<file path="src/shared/agd_pkg.sv">
// constants shared by the access guard controller and its write checker
package agd_pkg;

	// ----------------------------------------------------------------
	// register map
	// ----------------------------------------------------------------
	localparam int AGD_AW = 8;
	localparam int AGD_DW = 32;
	localparam int AGD_IDX_W = 5;
	localparam logic [AGD_AW-1:0] AGD_OFF_PROTECT_CLEAR = 8'h00;
	localparam logic [AGD_AW-1:0] AGD_OFF_PROTECT_SET = 8'h04;
	localparam logic [AGD_DW-1:0] AGD_PROT_RST = 32'h0000_0000;

	// ----------------------------------------------------------------
	// guard bit positions of the first controller
	// ----------------------------------------------------------------
	localparam int AGD_EXT_IRQ_UNIT_GUARD_BIT = 6;
	localparam int AGD_RTC_GUARD_BIT = 5;
	localparam int AGD_WATCHDOG_GUARD_BIT = 4;
	localparam int AGD_GENERIC_CLOCK_GUARD_BIT = 3;
	localparam int AGD_SYSTEM_CONTROL_GUARD_BIT = 2;
	localparam int AGD_POWER_MANAGER_GUARD_BIT = 1;
	localparam logic [AGD_DW-1:0] AGD_MASK0 =
		(32'h1 << AGD_EXT_IRQ_UNIT_GUARD_BIT) |
		(32'h1 << AGD_RTC_GUARD_BIT) |
		(32'h1 << AGD_WATCHDOG_GUARD_BIT) |
		(32'h1 << AGD_GENERIC_CLOCK_GUARD_BIT) |
		(32'h1 << AGD_SYSTEM_CONTROL_GUARD_BIT) |
		(32'h1 << AGD_POWER_MANAGER_GUARD_BIT);

	// ----------------------------------------------------------------
	// register port phases
	// ----------------------------------------------------------------
	typedef enum logic [0:0] {
		AGD_IDLE = 1'b0,
		AGD_RESP = 1'b1
	} agd_phase_e;

endpackage : agd_pkg

</file>
<file path="src/shared/agd_chk_if.sv">
// carrier between the controller and its peripheral write checker
`timescale 1ns/1ps
interface agd_chk_if;
	import agd_pkg::*;
	logic req;
	logic wr;
	logic dbg;
	logic [AGD_IDX_W-1:0] idx;
	logic [AGD_DW-1:0] prot;
	logic ok;
	logic err;
	modport ctrl (output req, output wr, output dbg, output idx,
		output prot, input ok, input err);
	modport chk (input req, input wr, input dbg, input idx,
		input prot, output ok, output err);
endinterface : agd_chk_if

</file>
<file path="src/rtl/agd_check.sv">
// answers each peripheral access with pass or access error
`timescale 1ns/1ps
module agd_check
	import agd_pkg::*;
(
	input wire logic clk, // bus clock
	input wire logic nrst, // sync reset, active low
	agd_chk_if.chk c // request and answer
);

	logic blocked;
	logic ok_q;
	logic err_q;

	// debugger traffic never looks at the guard bits
	assign blocked = c.wr && !c.dbg && c.prot[c.idx];

	always_ff @(posedge clk) begin
		if (!nrst) begin
			ok_q <= 1'b0;
			err_q <= 1'b0;
		end else begin
			ok_q <= c.req && !blocked;
			err_q <= c.req && blocked;
		end
	end

	assign c.ok = ok_q;
	assign c.err = err_q;
endmodule : agd_check

</file>
<file path="src/rtl/agd_ctrl.sv">
// access guard controller: per-peripheral write protection on one bridge
`timescale 1ns/1ps

// Contract
// one guard bit per peripheral on bridge
// clear write of one unprotects peripheral
// set write of one protects peripheral
// both registers read same protection vector
// zero bits in writes change nothing
// guarded non-debug write discarded, error returned
// protecting already protected bit reports error
// unprotecting unprotected bit reports error
// debugger accesses ignore all protection
// keeps working in sleep while clocked
// bus clock enable reset value per instance
// byte, halfword and word accesses supported
// first controller bit layout, reset zero
// software pairs protect and unprotect
// errors returned as slave error response
module agd_ctrl
	import agd_pkg::*;
#(
	parameter logic [AGD_DW-1:0] IMPL_MASK = AGD_MASK0,
	parameter bit CLK_ON_RST = 1'b1
) (
	input wire logic clk, // bus clock
	input wire logic nrst, // sync reset, active low
	input wire logic psel, // register select
	input wire logic penable, // access phase
	input wire logic pwrite, // 1 write, 0 read
	input wire logic [AGD_AW-1:0] paddr, // byte address
	input wire logic [AGD_DW-1:0] pwdata, // write data
	input wire logic [3:0] pstrb, // byte lanes
	input wire logic pdebug, // access comes from debugger
	output logic [AGD_DW-1:0] prdata, // read data
	output logic pready, // transfer done
	output logic pslverr, // transfer error
	input wire logic guard_bus_clock_on, // enable from power manager
	output logic guard_bus_clock, // current bus clock enable
	input wire logic per_req, // peripheral access strobe
	input wire logic per_write, // peripheral access is a write
	input wire logic per_debug, // peripheral access from debugger
	input wire logic [AGD_IDX_W-1:0] per_idx, // peripheral index
	output logic per_ok, // access may proceed
	output logic per_err, // access refused
	output logic [AGD_DW-1:0] prot_bits // protection vector
);

	// ----------------------------------------------------------------
	// state
	// ----------------------------------------------------------------
	agd_phase_e state_q;
	agd_phase_e state_d;
	logic [AGD_DW-1:0] prot_q;
	logic [AGD_DW-1:0] prdata_q;
	logic pready_q;
	logic pslverr_q;
	logic clk_on_q;

	logic acc;
	logic hit_clr;
	logic hit_set;
	logic mapped;
	logic [AGD_DW-1:0] lane_mask;
	logic [AGD_DW-1:0] wmask;
	logic dbl_set;
	logic dbl_clr;
	logic err_now;

	agd_chk_if chk_bus ();

	// ----------------------------------------------------------------
	// decode
	// ----------------------------------------------------------------
	// one access per transfer: the access phase is taken once, then the
	// answer cycle holds pready high for exactly one edge
	assign acc = psel && penable && (state_q == AGD_IDLE);

	always_comb begin
		hit_clr = 1'b0;
		hit_set = 1'b0;
		if (paddr == AGD_OFF_PROTECT_CLEAR) begin
			hit_clr = 1'b1;
		end else if (paddr == AGD_OFF_PROTECT_SET) begin
			hit_set = 1'b1;
		end
	end
	assign mapped = hit_clr || hit_set;

	// byte and halfword writes only touch their own lanes
	genvar g;
	generate
		for (g = 0; g < 4; g++) begin : g_lane
			assign lane_mask[8*g +: 8] = {8{pstrb[g]}};
		end
	endgenerate

	// unimplemented bits are neither stored nor checked
	assign wmask = pwdata & lane_mask & IMPL_MASK;

	assign dbl_set = hit_set && ((wmask & prot_q) != '0);
	assign dbl_clr = hit_clr && ((wmask & ~prot_q) != '0);

	always_comb begin
		err_now = 1'b0;
		if (!mapped || !clk_on_q) begin
			err_now = 1'b1;
		end else if (pwrite && !pdebug && (dbl_set || dbl_clr)) begin
			err_now = 1'b1;
		end
	end

	// ----------------------------------------------------------------
	// transfer phase
	// ----------------------------------------------------------------
	always_comb begin
		state_d = state_q;
		case (state_q)
			AGD_IDLE: begin
				if (acc) begin
					state_d = AGD_RESP;
				end
			end
			AGD_RESP: begin
				state_d = AGD_IDLE;
			end
			default: begin
				state_d = AGD_IDLE;
			end
		endcase
	end

	always_ff @(posedge clk) begin
		if (!nrst) begin
			state_q <= AGD_IDLE;
		end else begin
			state_q <= state_d;
		end
	end

	// ----------------------------------------------------------------
	// bus clock enable
	// ----------------------------------------------------------------
	// nothing here looks at sleep: the block runs whenever clocked
	always_ff @(posedge clk) begin
		if (!nrst) begin
			clk_on_q <= CLK_ON_RST;
		end else begin
			clk_on_q <= guard_bus_clock_on;
		end
	end

	// ----------------------------------------------------------------
	// protection vector
	// ----------------------------------------------------------------
	// a double protect still applies its other bits; the result is the
	// same as writing only the fresh bits, so nothing is lost
	always_ff @(posedge clk) begin
		if (!nrst) begin
			prot_q <= AGD_PROT_RST;
		end else if (acc && pwrite && clk_on_q) begin
			if (hit_set) begin
				prot_q <= prot_q | wmask;
			end else if (hit_clr) begin
				prot_q <= prot_q & ~wmask;
			end
		end
	end

	// ----------------------------------------------------------------
	// answer
	// ----------------------------------------------------------------
	always_ff @(posedge clk) begin
		if (!nrst) begin
			pready_q <= 1'b0;
			pslverr_q <= 1'b0;
		end else begin
			pready_q <= acc;
			pslverr_q <= acc && err_now;
		end
	end

	always_ff @(posedge clk) begin
		if (!nrst) begin
			prdata_q <= '0;
		end else if (acc && !pwrite && mapped && clk_on_q) begin
			prdata_q <= prot_q;
		end else begin
			prdata_q <= '0;
		end
	end

	// ----------------------------------------------------------------
	// peripheral write checker
	// ----------------------------------------------------------------
	assign chk_bus.req = per_req;
	assign chk_bus.wr = per_write;
	assign chk_bus.dbg = per_debug;
	assign chk_bus.idx = per_idx;
	assign chk_bus.prot = prot_q;

	agd_check u_check (
		.clk(clk),
		.nrst(nrst),
		.c(chk_bus.chk)
	);

	assign prdata = prdata_q;
	assign pready = pready_q;
	assign pslverr = pslverr_q;
	assign guard_bus_clock = clk_on_q;
	assign per_ok = chk_bus.ok;
	assign per_err = chk_bus.err;
	assign prot_bits = prot_q;
endmodule : agd_ctrl

</file>
<file path="config.mk">
export PLATFORM = sky130hd
export DESIGN_NAME = agd_ctrl
export DESIGN_NICKNAME = d
export VERILOG_FILES = /design/src/shared/agd_pkg.sv /design/src/shared/agd_chk_if.sv /design/src/rtl/agd_check.sv /design/src/rtl/agd_ctrl.sv
export SDC_FILE = /design/constraint.sdc
export NUM_CORES = 1
export LEC_CHECK = 0
export BUFFER_PORTS_ARGS = -buffer_cell sky130_fd_sc_hd__buf_2
export CAP_MARGIN = 20
export CORE_MARGIN = 2
export CORE_UTILIZATION = 37
export DETAILED_ROUTE_END_ITERATION = 16
export GPL_TIMING_DRIVEN = 0
export PLACE_DENSITY = 0.86
export SYNTH_ARGS = -nofsm -noshare
export SYNTH_HDL_FRONTEND = slang
export SYNTH_SLANG_ARGS = --single-unit
export TNS_END_PERCENT = 100
</file>
<file path="constraint.sdc">
create_clock -name clk -period 3.9 [get_ports clk]
set_clock_uncertainty 0.1 [all_clocks]
set_input_delay 0.78 -clock clk [delete_from_list [all_inputs] [get_ports clk]]
set_output_delay 0.78 -clock clk [all_outputs]
set_load 0.01 [all_outputs]
</file>
## Yosys cells after proc, flatten, opt, wreduce, memory -nomap -nowiden

Cells that the tools add are included.

| storage, ports and cells | value |
|---|---|
| bits in registers | 70 |
| input bits | 59 |
| output and inout bits | 69 |
| word-level logic and storage cells | 60 |

| operators by class | value |
|---|---|
| $lt $le $gt $ge | 1 |
| eq/ne operators | 1 |
| multiplexer cells | 11 |
| bitwise gates (word level) | 8 |
| reductions and logical operators | 31 |

Operator list:

| kind | number |
|---|---|
| 7-bit by 32-bit bitwise AND with 32-bit output | 2 |
| 32-bit two-way mux | 2 |
| 32-bit nonzero test | 2 |
| 32-bit bitwise AND | 1 |
| 32-bit inverter | 1 |
| 7-bit inverter with 32-bit output | 1 |
| 32-bit by 7-bit bitwise OR with 32-bit output | 1 |
| 1-bit logical AND | 16 |
| 8-bit by 3-bit == test with 1-bit output (second input constant) | 1 |
| 8-bit zero test | 1 |
| 7-bit bitwise AND | 1 |
| 1-bit two-way mux | 7 |
| 1-bit zero test | 6 |
| 5-bit by 6-bit less-than comparator with 1-bit output (second input constant) | 1 |
| 1-bit binary-select mux with 5-bit select | 1 |
| 2-bit AND reduction | 2 |
| 1-bit logical OR | 3 |
| 1-bit one-hot mux with 2 select lines | 1 |
| 2-bit nonzero test | 1 |
| 1-bit inverter | 1 |

## Longest topological paths before layout

Gate-level depths: netlist (run 1).

| logic depth | value |
|---|---|
| depth after elaboration | 9 |
| depth in mapped cells | 5 |
| gate-level depth less buffers | 4 |

## Modules after synthesis

Synthesis (run 1) repeated with hierarchy kept, for this count alone.

| unflattened totals | value |
|---|---|
| cell total of the unflattened synthesis | 151 |
| area, all modules | 1426.4 um^2 |

By module, submodules not included:

| module | times used | cells an instance | area each (um^2) | seq. area each (um^2) |
|---|---|---|---|---|
| agd_ctrl | 1 | 122 | 1047.3 | 320.3 |
| agd_check | 1 | 29 | 379.1 | 40.0 |

## Least setup slack after synthesis (run 1)

OpenSTA, ideal clock, no wires.

| path | value |
|---|---|
| path kind | in2reg |
| start point | in pwdata[6] |
| end point | reg pslverr_q (netlist: pslverr) |
| arrival time | 1.581 ns |
| setup slack | 2.100 ns |
| stages on the path | 4 |
| path through | nor2b_1 -> or4_1 -> o211ai_1 -> nand2_1 |

| between the ends | value |
|---|---|
| cells in the longest elaborated chain, start to end | 9 |

Ends and longest elaborated chain:

| element | RTL line | RTL |
|---|---|---|
| start: declaration | agd_ctrl.sv:32 | `input wire logic [AGD_DW-1:0] pwdata,` |
| 7-bit bitwise AND (*) | agd_ctrl.sv:99 | `assign wmask = pwdata & lane_mask & IMPL_MASK;` |
| 7-bit by 32-bit bitwise AND with 32-bit output (on tied branches) | agd_ctrl.sv:101, agd_ctrl.sv:102 |  |
| 32-bit nonzero test (on tied branches) | agd_ctrl.sv:101, agd_ctrl.sv:102 |  |
| 1-bit logical AND (on tied branches) | agd_ctrl.sv:101, agd_ctrl.sv:102 |  |
| 1-bit logical OR (*) | agd_ctrl.sv:108 | `end else if (pwrite && !pdebug && (dbl_set \|\| dbl_clr)) begin` |
| 1-bit logical AND (*) | agd_ctrl.sv:108 |  |
| 1-bit two-way mux (*) | agd_ctrl.sv:108 |  |
| 1-bit two-way mux (*) | agd_ctrl.sv:106 | `if (!mapped \|\| !clk_on_q) begin` |
| 1-bit logical AND (*) | agd_ctrl.sv:179 | `pslverr_q <= acc && err_now;` |
| end signal: assignment | agd_ctrl.sv:179 |  |
| end: declaration | agd_ctrl.sv:57 | `logic pslverr_q;` |

Mark *: on every way between the ends. The rest lies on a longest branch, timed or not.
A chain may end at the register's enable or synchronous reset.

==> results of run 1 <==
-- stage by stage --
stage | power [mW] | utilization (%) | area (um2)
after floorplan | 0.263 | - | 1360
after global placement | 0.283 | 54.4 | 1650
after detailed placement | 0.285 | 54.4 | 1650
after CTS | 0.371 | 55.2 | 1670
after global routing | 0.392 | 55.2 | 1670
final | 0.373 | 55.2 | 1670
-- report_power, final --
part	internal [mW]	switching, mW	total, mW	leakage [nW]
logic	0.0510	0.0452	0.0962	0.866
clock network	0.0359	0.0540	0.0899	0.0138
registers	0.186	0.000620	0.187	0.146
total	0.273	0.0998	0.373	1.03
-- cells in the mapped netlist, types with 2 or more instances --
library cell and n:
buf_4 53, dfxtp_1 18, and2_1 6, o221ai_1 2, nor2b_1 2, a21oi_1 2, nand2_1 19, mux2i_1 8
inv_1 4, nand2b_1 2
-- kinds of logic after synthesis --
family	after synthesis	share of synthesized area [%]
flip-flops	18	30.8
buffers and inverters	58	35.6
AO/OA/AOI/OAI	8	5.34
other	1	0.320
multiplexers	8	6.84
AND/OR/NAND/NOR	43	21.2
-- final timing paths --
kind                            cells past startpoint           end  slack, ps      from
worst min register to register                      2      register        430  register
worst max register to register                      4       pslverr       2460  register
worst max-delay path                                1  prot_bits[5]       2120  register
worst min-delay path                                2      register        430  register
-- layout make-up --
type | count | area share, %
Buffer | 54 | 24.0
Timing Repair Buffer | 46 | 13.8
Multi-Input combinational cell | 111 | 35.1
Sequential cell | 18 | 21.6
Inverter | 4 | 0.899
Clock buffer | 3 | 1.35
Tap cell | 44 | 3.30
-- layer usage --
metal / share of wire (%) / vias to the layer above / GRT usage, %
met5: 0 / - / 0
met4: 1.6 / 0 / 7.94
met3: 11 / 7 / 2.38
met2: 54 / 62 / 25.0
met1: 33 / 459 / 10.6
li1: - / 544 / -
==> flow_metrics.env, run 1 <==
export IMPL_setup_viol=0
export IMPL_nFillCells=298
export IMPL_clockBufferDepth=2
export IMPL_die_area_um2=3630
export IMPL_async_flop_share_pct=0
export IMPL_wirelength_um=2340
export IMPL_clock_sinks=18
export IMPL_io_buffers=46
export IMPL_synth_seq_cells=18
export IMPL_grt_pass1_wl_um=3440
export IMPL_synth_edff_count=0
export IMPL_crit_arrival_ps=900
export IMPL_setup_tns_ps=0
export IMPL_post_route_drc_count=0
export IMPL_ir_drop_mv=0.102
export IMPL_yosysWarnings=0
export IMPL_post_drt_wl_per_cell_um=8.35
export IMPL_cts_reportedPaths_clkPinSlew_ps=90
export IMPL_leakagePower_nw=1.03
export IMPL_postCtsSetupBuffers=0
export IMPL_ant_nets=0
export IMPL_die_x_um=60.3
export IMPL_root_buffer="clkbuf_4"
export IMPL_period_minus_slack_ps=1780
export IMPL_synth_cell_types=30
export IMPL_path_buf_inv=1
export IMPL_synth_area_leaders="buf_4 34%, dfxtp_1 31%, mux2i_1 6.8%"
export IMPL_cpLargestDelayFamily="flip-flops"
export IMPL_post_place_ws_ps=1820
export IMPL_htreeDepth=1
export IMPL_layout_nets=297
export IMPL_final_max_slew_viol_count=0
export IMPL_worst_hold_path_type="reg -> reg"
export IMPL_whs_ps=431
export IMPL_grt_setup_unrepaired="no"
export IMPL_grt_overflow=0
export IMPL_initial_core_util_pct=38.7
export IMPL_coreArea_um2=3030
export IMPL_via_per_inst=3.83
export IMPL_globalplace_congestion=0.727
export IMPL_cts_tree="built"
export IMPL_vias=1072
export IMPL_netlist_top_cell_by_area="buf_4"
export IMPL_synth_area_um2=1170
export IMPL_cp_slowest_stage_delay_ps=430
export IMPL_first_iter_violations=30
export IMPL_area_sequential_um2=360
export IMPL_cap_violations=0
export IMPL_fmax_ghz=0.563
export IMPL_status="finished, final reports clean"
export IMPL_multi_input_area_um2=586
export IMPL_grt_pass1_vias=908
export IMPL_timing_final_ws_setup_ps=2120
export IMPL_insertion_delay_ps=290
export IMPL_synth_avg_cell_area_um2=8.61
export IMPL_antenna_cells=0
export IMPL_row_count=20
export IMPL_layout_common_cells="53 x buf_4, 52 x conb_1, 46 x buf_2"
export IMPL_path_max_fanout=6
export IMPL_dp_hpwl_um=2010
export IMPL_synth_ff_type="dfxtp_1"
export IMPL_grt_usage_pct=12.4
export IMPL_drive_gt1_share_pct=44.5
export IMPL_crit_slowest_cell="dfxtp_1"
export IMPL_placed_cells=277
export IMPL_stdcell_count=280
export IMPL_timing_final_crit_share_pct=45.6
export IMPL_synth_top_area_share_pct=34.0
export IMPL_crit_required_ps=3020
export IMPL_synth_cells=136
export IMPL_yosysSeqAreaShare_pct=30.8
export IMPL_cts_made_buffers=3
export IMPL_die_h_um=60.3
export IMPL_dr_pass1_iters=4
export IMPL_layout_cells_most_common="buf_4"
export IMPL_grt_max_degree=11
export IMPL_cp_start_kind="register"
export IMPL_cp_cell_sequence="buf_2"
export IMPL_worstSetupPathType="reg -> out"
export IMPL_final_hold_violation_count=0
export IMPL_antenna_found_initial=0
export IMPL_area_growth_pct=42.6
export IMPL_post_cts_resized=0
export IMPL_critPathCaptureType="output pin"
export IMPL_pwr_density_cell_nw_per_um2=223
export IMPL_num_io_pins=128
export IMPL_cts_hold_buffers=0
No activity file was read; power rests on OpenSTA's default activity.
==> inputs of run 2 (changes only) <==
- CORE_UTILIZATION: 37 -> 34
- PLACE_DENSITY: 0.86 -> 0.8
- clock period: 3.9 -> 1.7 ns (I/O delays scaled with it)
==> run 2 against run 1 <==
Utilization shrank 4.1 points. Final area grew 1.3%. Global-route usage shrank 0.28 points. Critical path depth grew 3. Clock power grew to 2.9 times the previous value. Flip-flop and latch count is the same. First-iteration DRC count grew 30%. Count of clock-buffer cells in the layout grew 1. Combinational power grew 130%. Die area grew 8.2%. Sequential power grew 130%. Routed wire length shrank 4.7%.
==> flow_metrics.env, run 2 (synthesis results as in run 1) <==
export IMPL_design_area_um2=1690
export IMPL_clock_sinks=18
export IMPL_status="finished, final reports clean"
export IMPL_io_buffers=46
export IMPL_layout_common_cells="53 x buf_4, 52 x conb_1, 46 x buf_2"
export IMPL_first_iter_violations=39
export IMPL_crit_required_ps=1800
export IMPL_place_area_um2=1650
export IMPL_critPathCaptureType="register"
export IMPL_grt_max_degree=11
export IMPL_reg2reg_slack_ps=230
export IMPL_layout_nets=297
export IMPL_antenna_found_initial=0
export IMPL_die_area_um2=3930
export IMPL_grt_overflow=0
export IMPL_ant_nets=0
export IMPL_via_per_inst=3.62
export IMPL_worstSetupPathType="reg -> reg"
export IMPL_globalplace_congestion=0.742
export IMPL_setup_viol=0
export IMPL_root_buffer="clkbuf_4"
export IMPL_stdcell_count=283
export IMPL_rr_endpoint="pslverr"
export IMPL_wirelength_um=2230
export IMPL_crit_arrival_ps=1560
export IMPL_ir_drop_mv=0.158
export IMPL_drive_gt1_share_pct=45.1
export IMPL_clockBufferDepth=2
export IMPL_layout_cells_most_common="buf_4"
export IMPL_post_drt_wl_per_cell_um=7.88
export IMPL_die_h_um=62.7
export IMPL_grt_pass1_vias=953
export IMPL_worst_hold_path_type="in -> reg"
export IMPL_cts_tree="built"
export IMPL_dp_hpwl_um=1980
export IMPL_final_hold_violation_count=0
export IMPL_post_cts_resized=0
export IMPL_final_max_slew_viol_count=0
export IMPL_nFillCells=344
export IMPL_timing_final_crit_share_pct=86.3
export IMPL_grt_usage_pct=12.1
export IMPL_setup_tns_ps=0
export IMPL_period_minus_slack_ps=1470
export IMPL_antenna_cells=0
export IMPL_insertion_delay_ps=300
export IMPL_row_count=21
export IMPL_timing_final_ws_setup_ps=233
export IMPL_cp_start_kind="register"
export IMPL_path_max_fanout=6
export IMPL_pwr_density_cell_nw_per_um2=540
export IMPL_dr_pass1_iters=4
export IMPL_whs_endpoint="guard_bus_clock"
export IMPL_vias=1025
export IMPL_num_io_pins=128
export IMPL_cts_reportedPaths_clkPinSlew_ps=100
export IMPL_placed_cells=279
export IMPL_grt_pass1_wl_um=3850
export IMPL_area_growth_pct=44.4
export IMPL_post_route_drc_count=0
export IMPL_post_route_util_pct=51.1
export IMPL_htreeDepth=1
export IMPL_whs_ps=117
export IMPL_leakagePower_nw=1.03
export IMPL_fin_total_pwr_uw=913
export IMPL_ff2ff_path_depth=4
export IMPL_cts_made_buffers=3
export IMPL_coreArea_um2=3310
export IMPL_cap_violations=0
export IMPL_cts_hold_buffers=0
export IMPL_grt_setup_unrepaired="no"
export IMPL_fmax_ghz=0.682
export IMPL_initial_core_util_pct=35.4
export IMPL_min_from="guard_bus_clock_on"
export IMPL_postCtsSetupBuffers=0
export IMPL_post_place_ws_ps=-5.29
export IMPL_hold_path_depth=2
export IMPL_die_x_um=62.7
## run 2: worst max path at each step
stage | start | endpoint | slack (ps) | depth (start not counted)
3_3_place_gp | paddr[7] | prdata[4] | 60 | 5
2_1_floorplan | register | pslverr | 290 | 4
4_1_cts | guard_bus_clock | prdata[4] | 180 | 4
3_5_place_dp | paddr[7] | prdata[4] | -5 | 5
6_report | register | pslverr | 230 | 4
5_1_grt | register | pslverr | 160 | 4
## run 2: worst max-delay path, stage by stage, from the launching register on
cell,delay (ps)
dfxtp_1,430
nor2b_1,70
or4_1,520
o211ai_1,180
nand2_1,60
## run 2: power breakdown
group / total (mW) / switching [mW] / internal [mW]
Combinational: 0.220 / 0.103 / 0.117
Clock: 0.265 / 0.134 / 0.131
Sequential: 0.428 / 0.00143 / 0.427
## run 2: cell type report
cell class | count | area [um2] | area share (%)
plain buffers | 54 | 402 | 23.7
clock buffers | 4 | 36.3 | 2.14
inverters | 4 | 15.0 | 0.888
multi-input cells | 111 | 591 | 34.9
flip-flops and latches | 18 | 360 | 21.3
well taps | 46 | 57.6 | 3.40
repair buffers | 46 | 230 | 13.6
## run 2: metal layers
metal  routed length (um)  global-route usage, %  vias up
li1                     -                      -      547
met1                  833                   11.8      416
met2                 1120                   23.0       57
met3                  228                   2.88        5
met4                   45                   6.67        0
met5                    0                      0        -
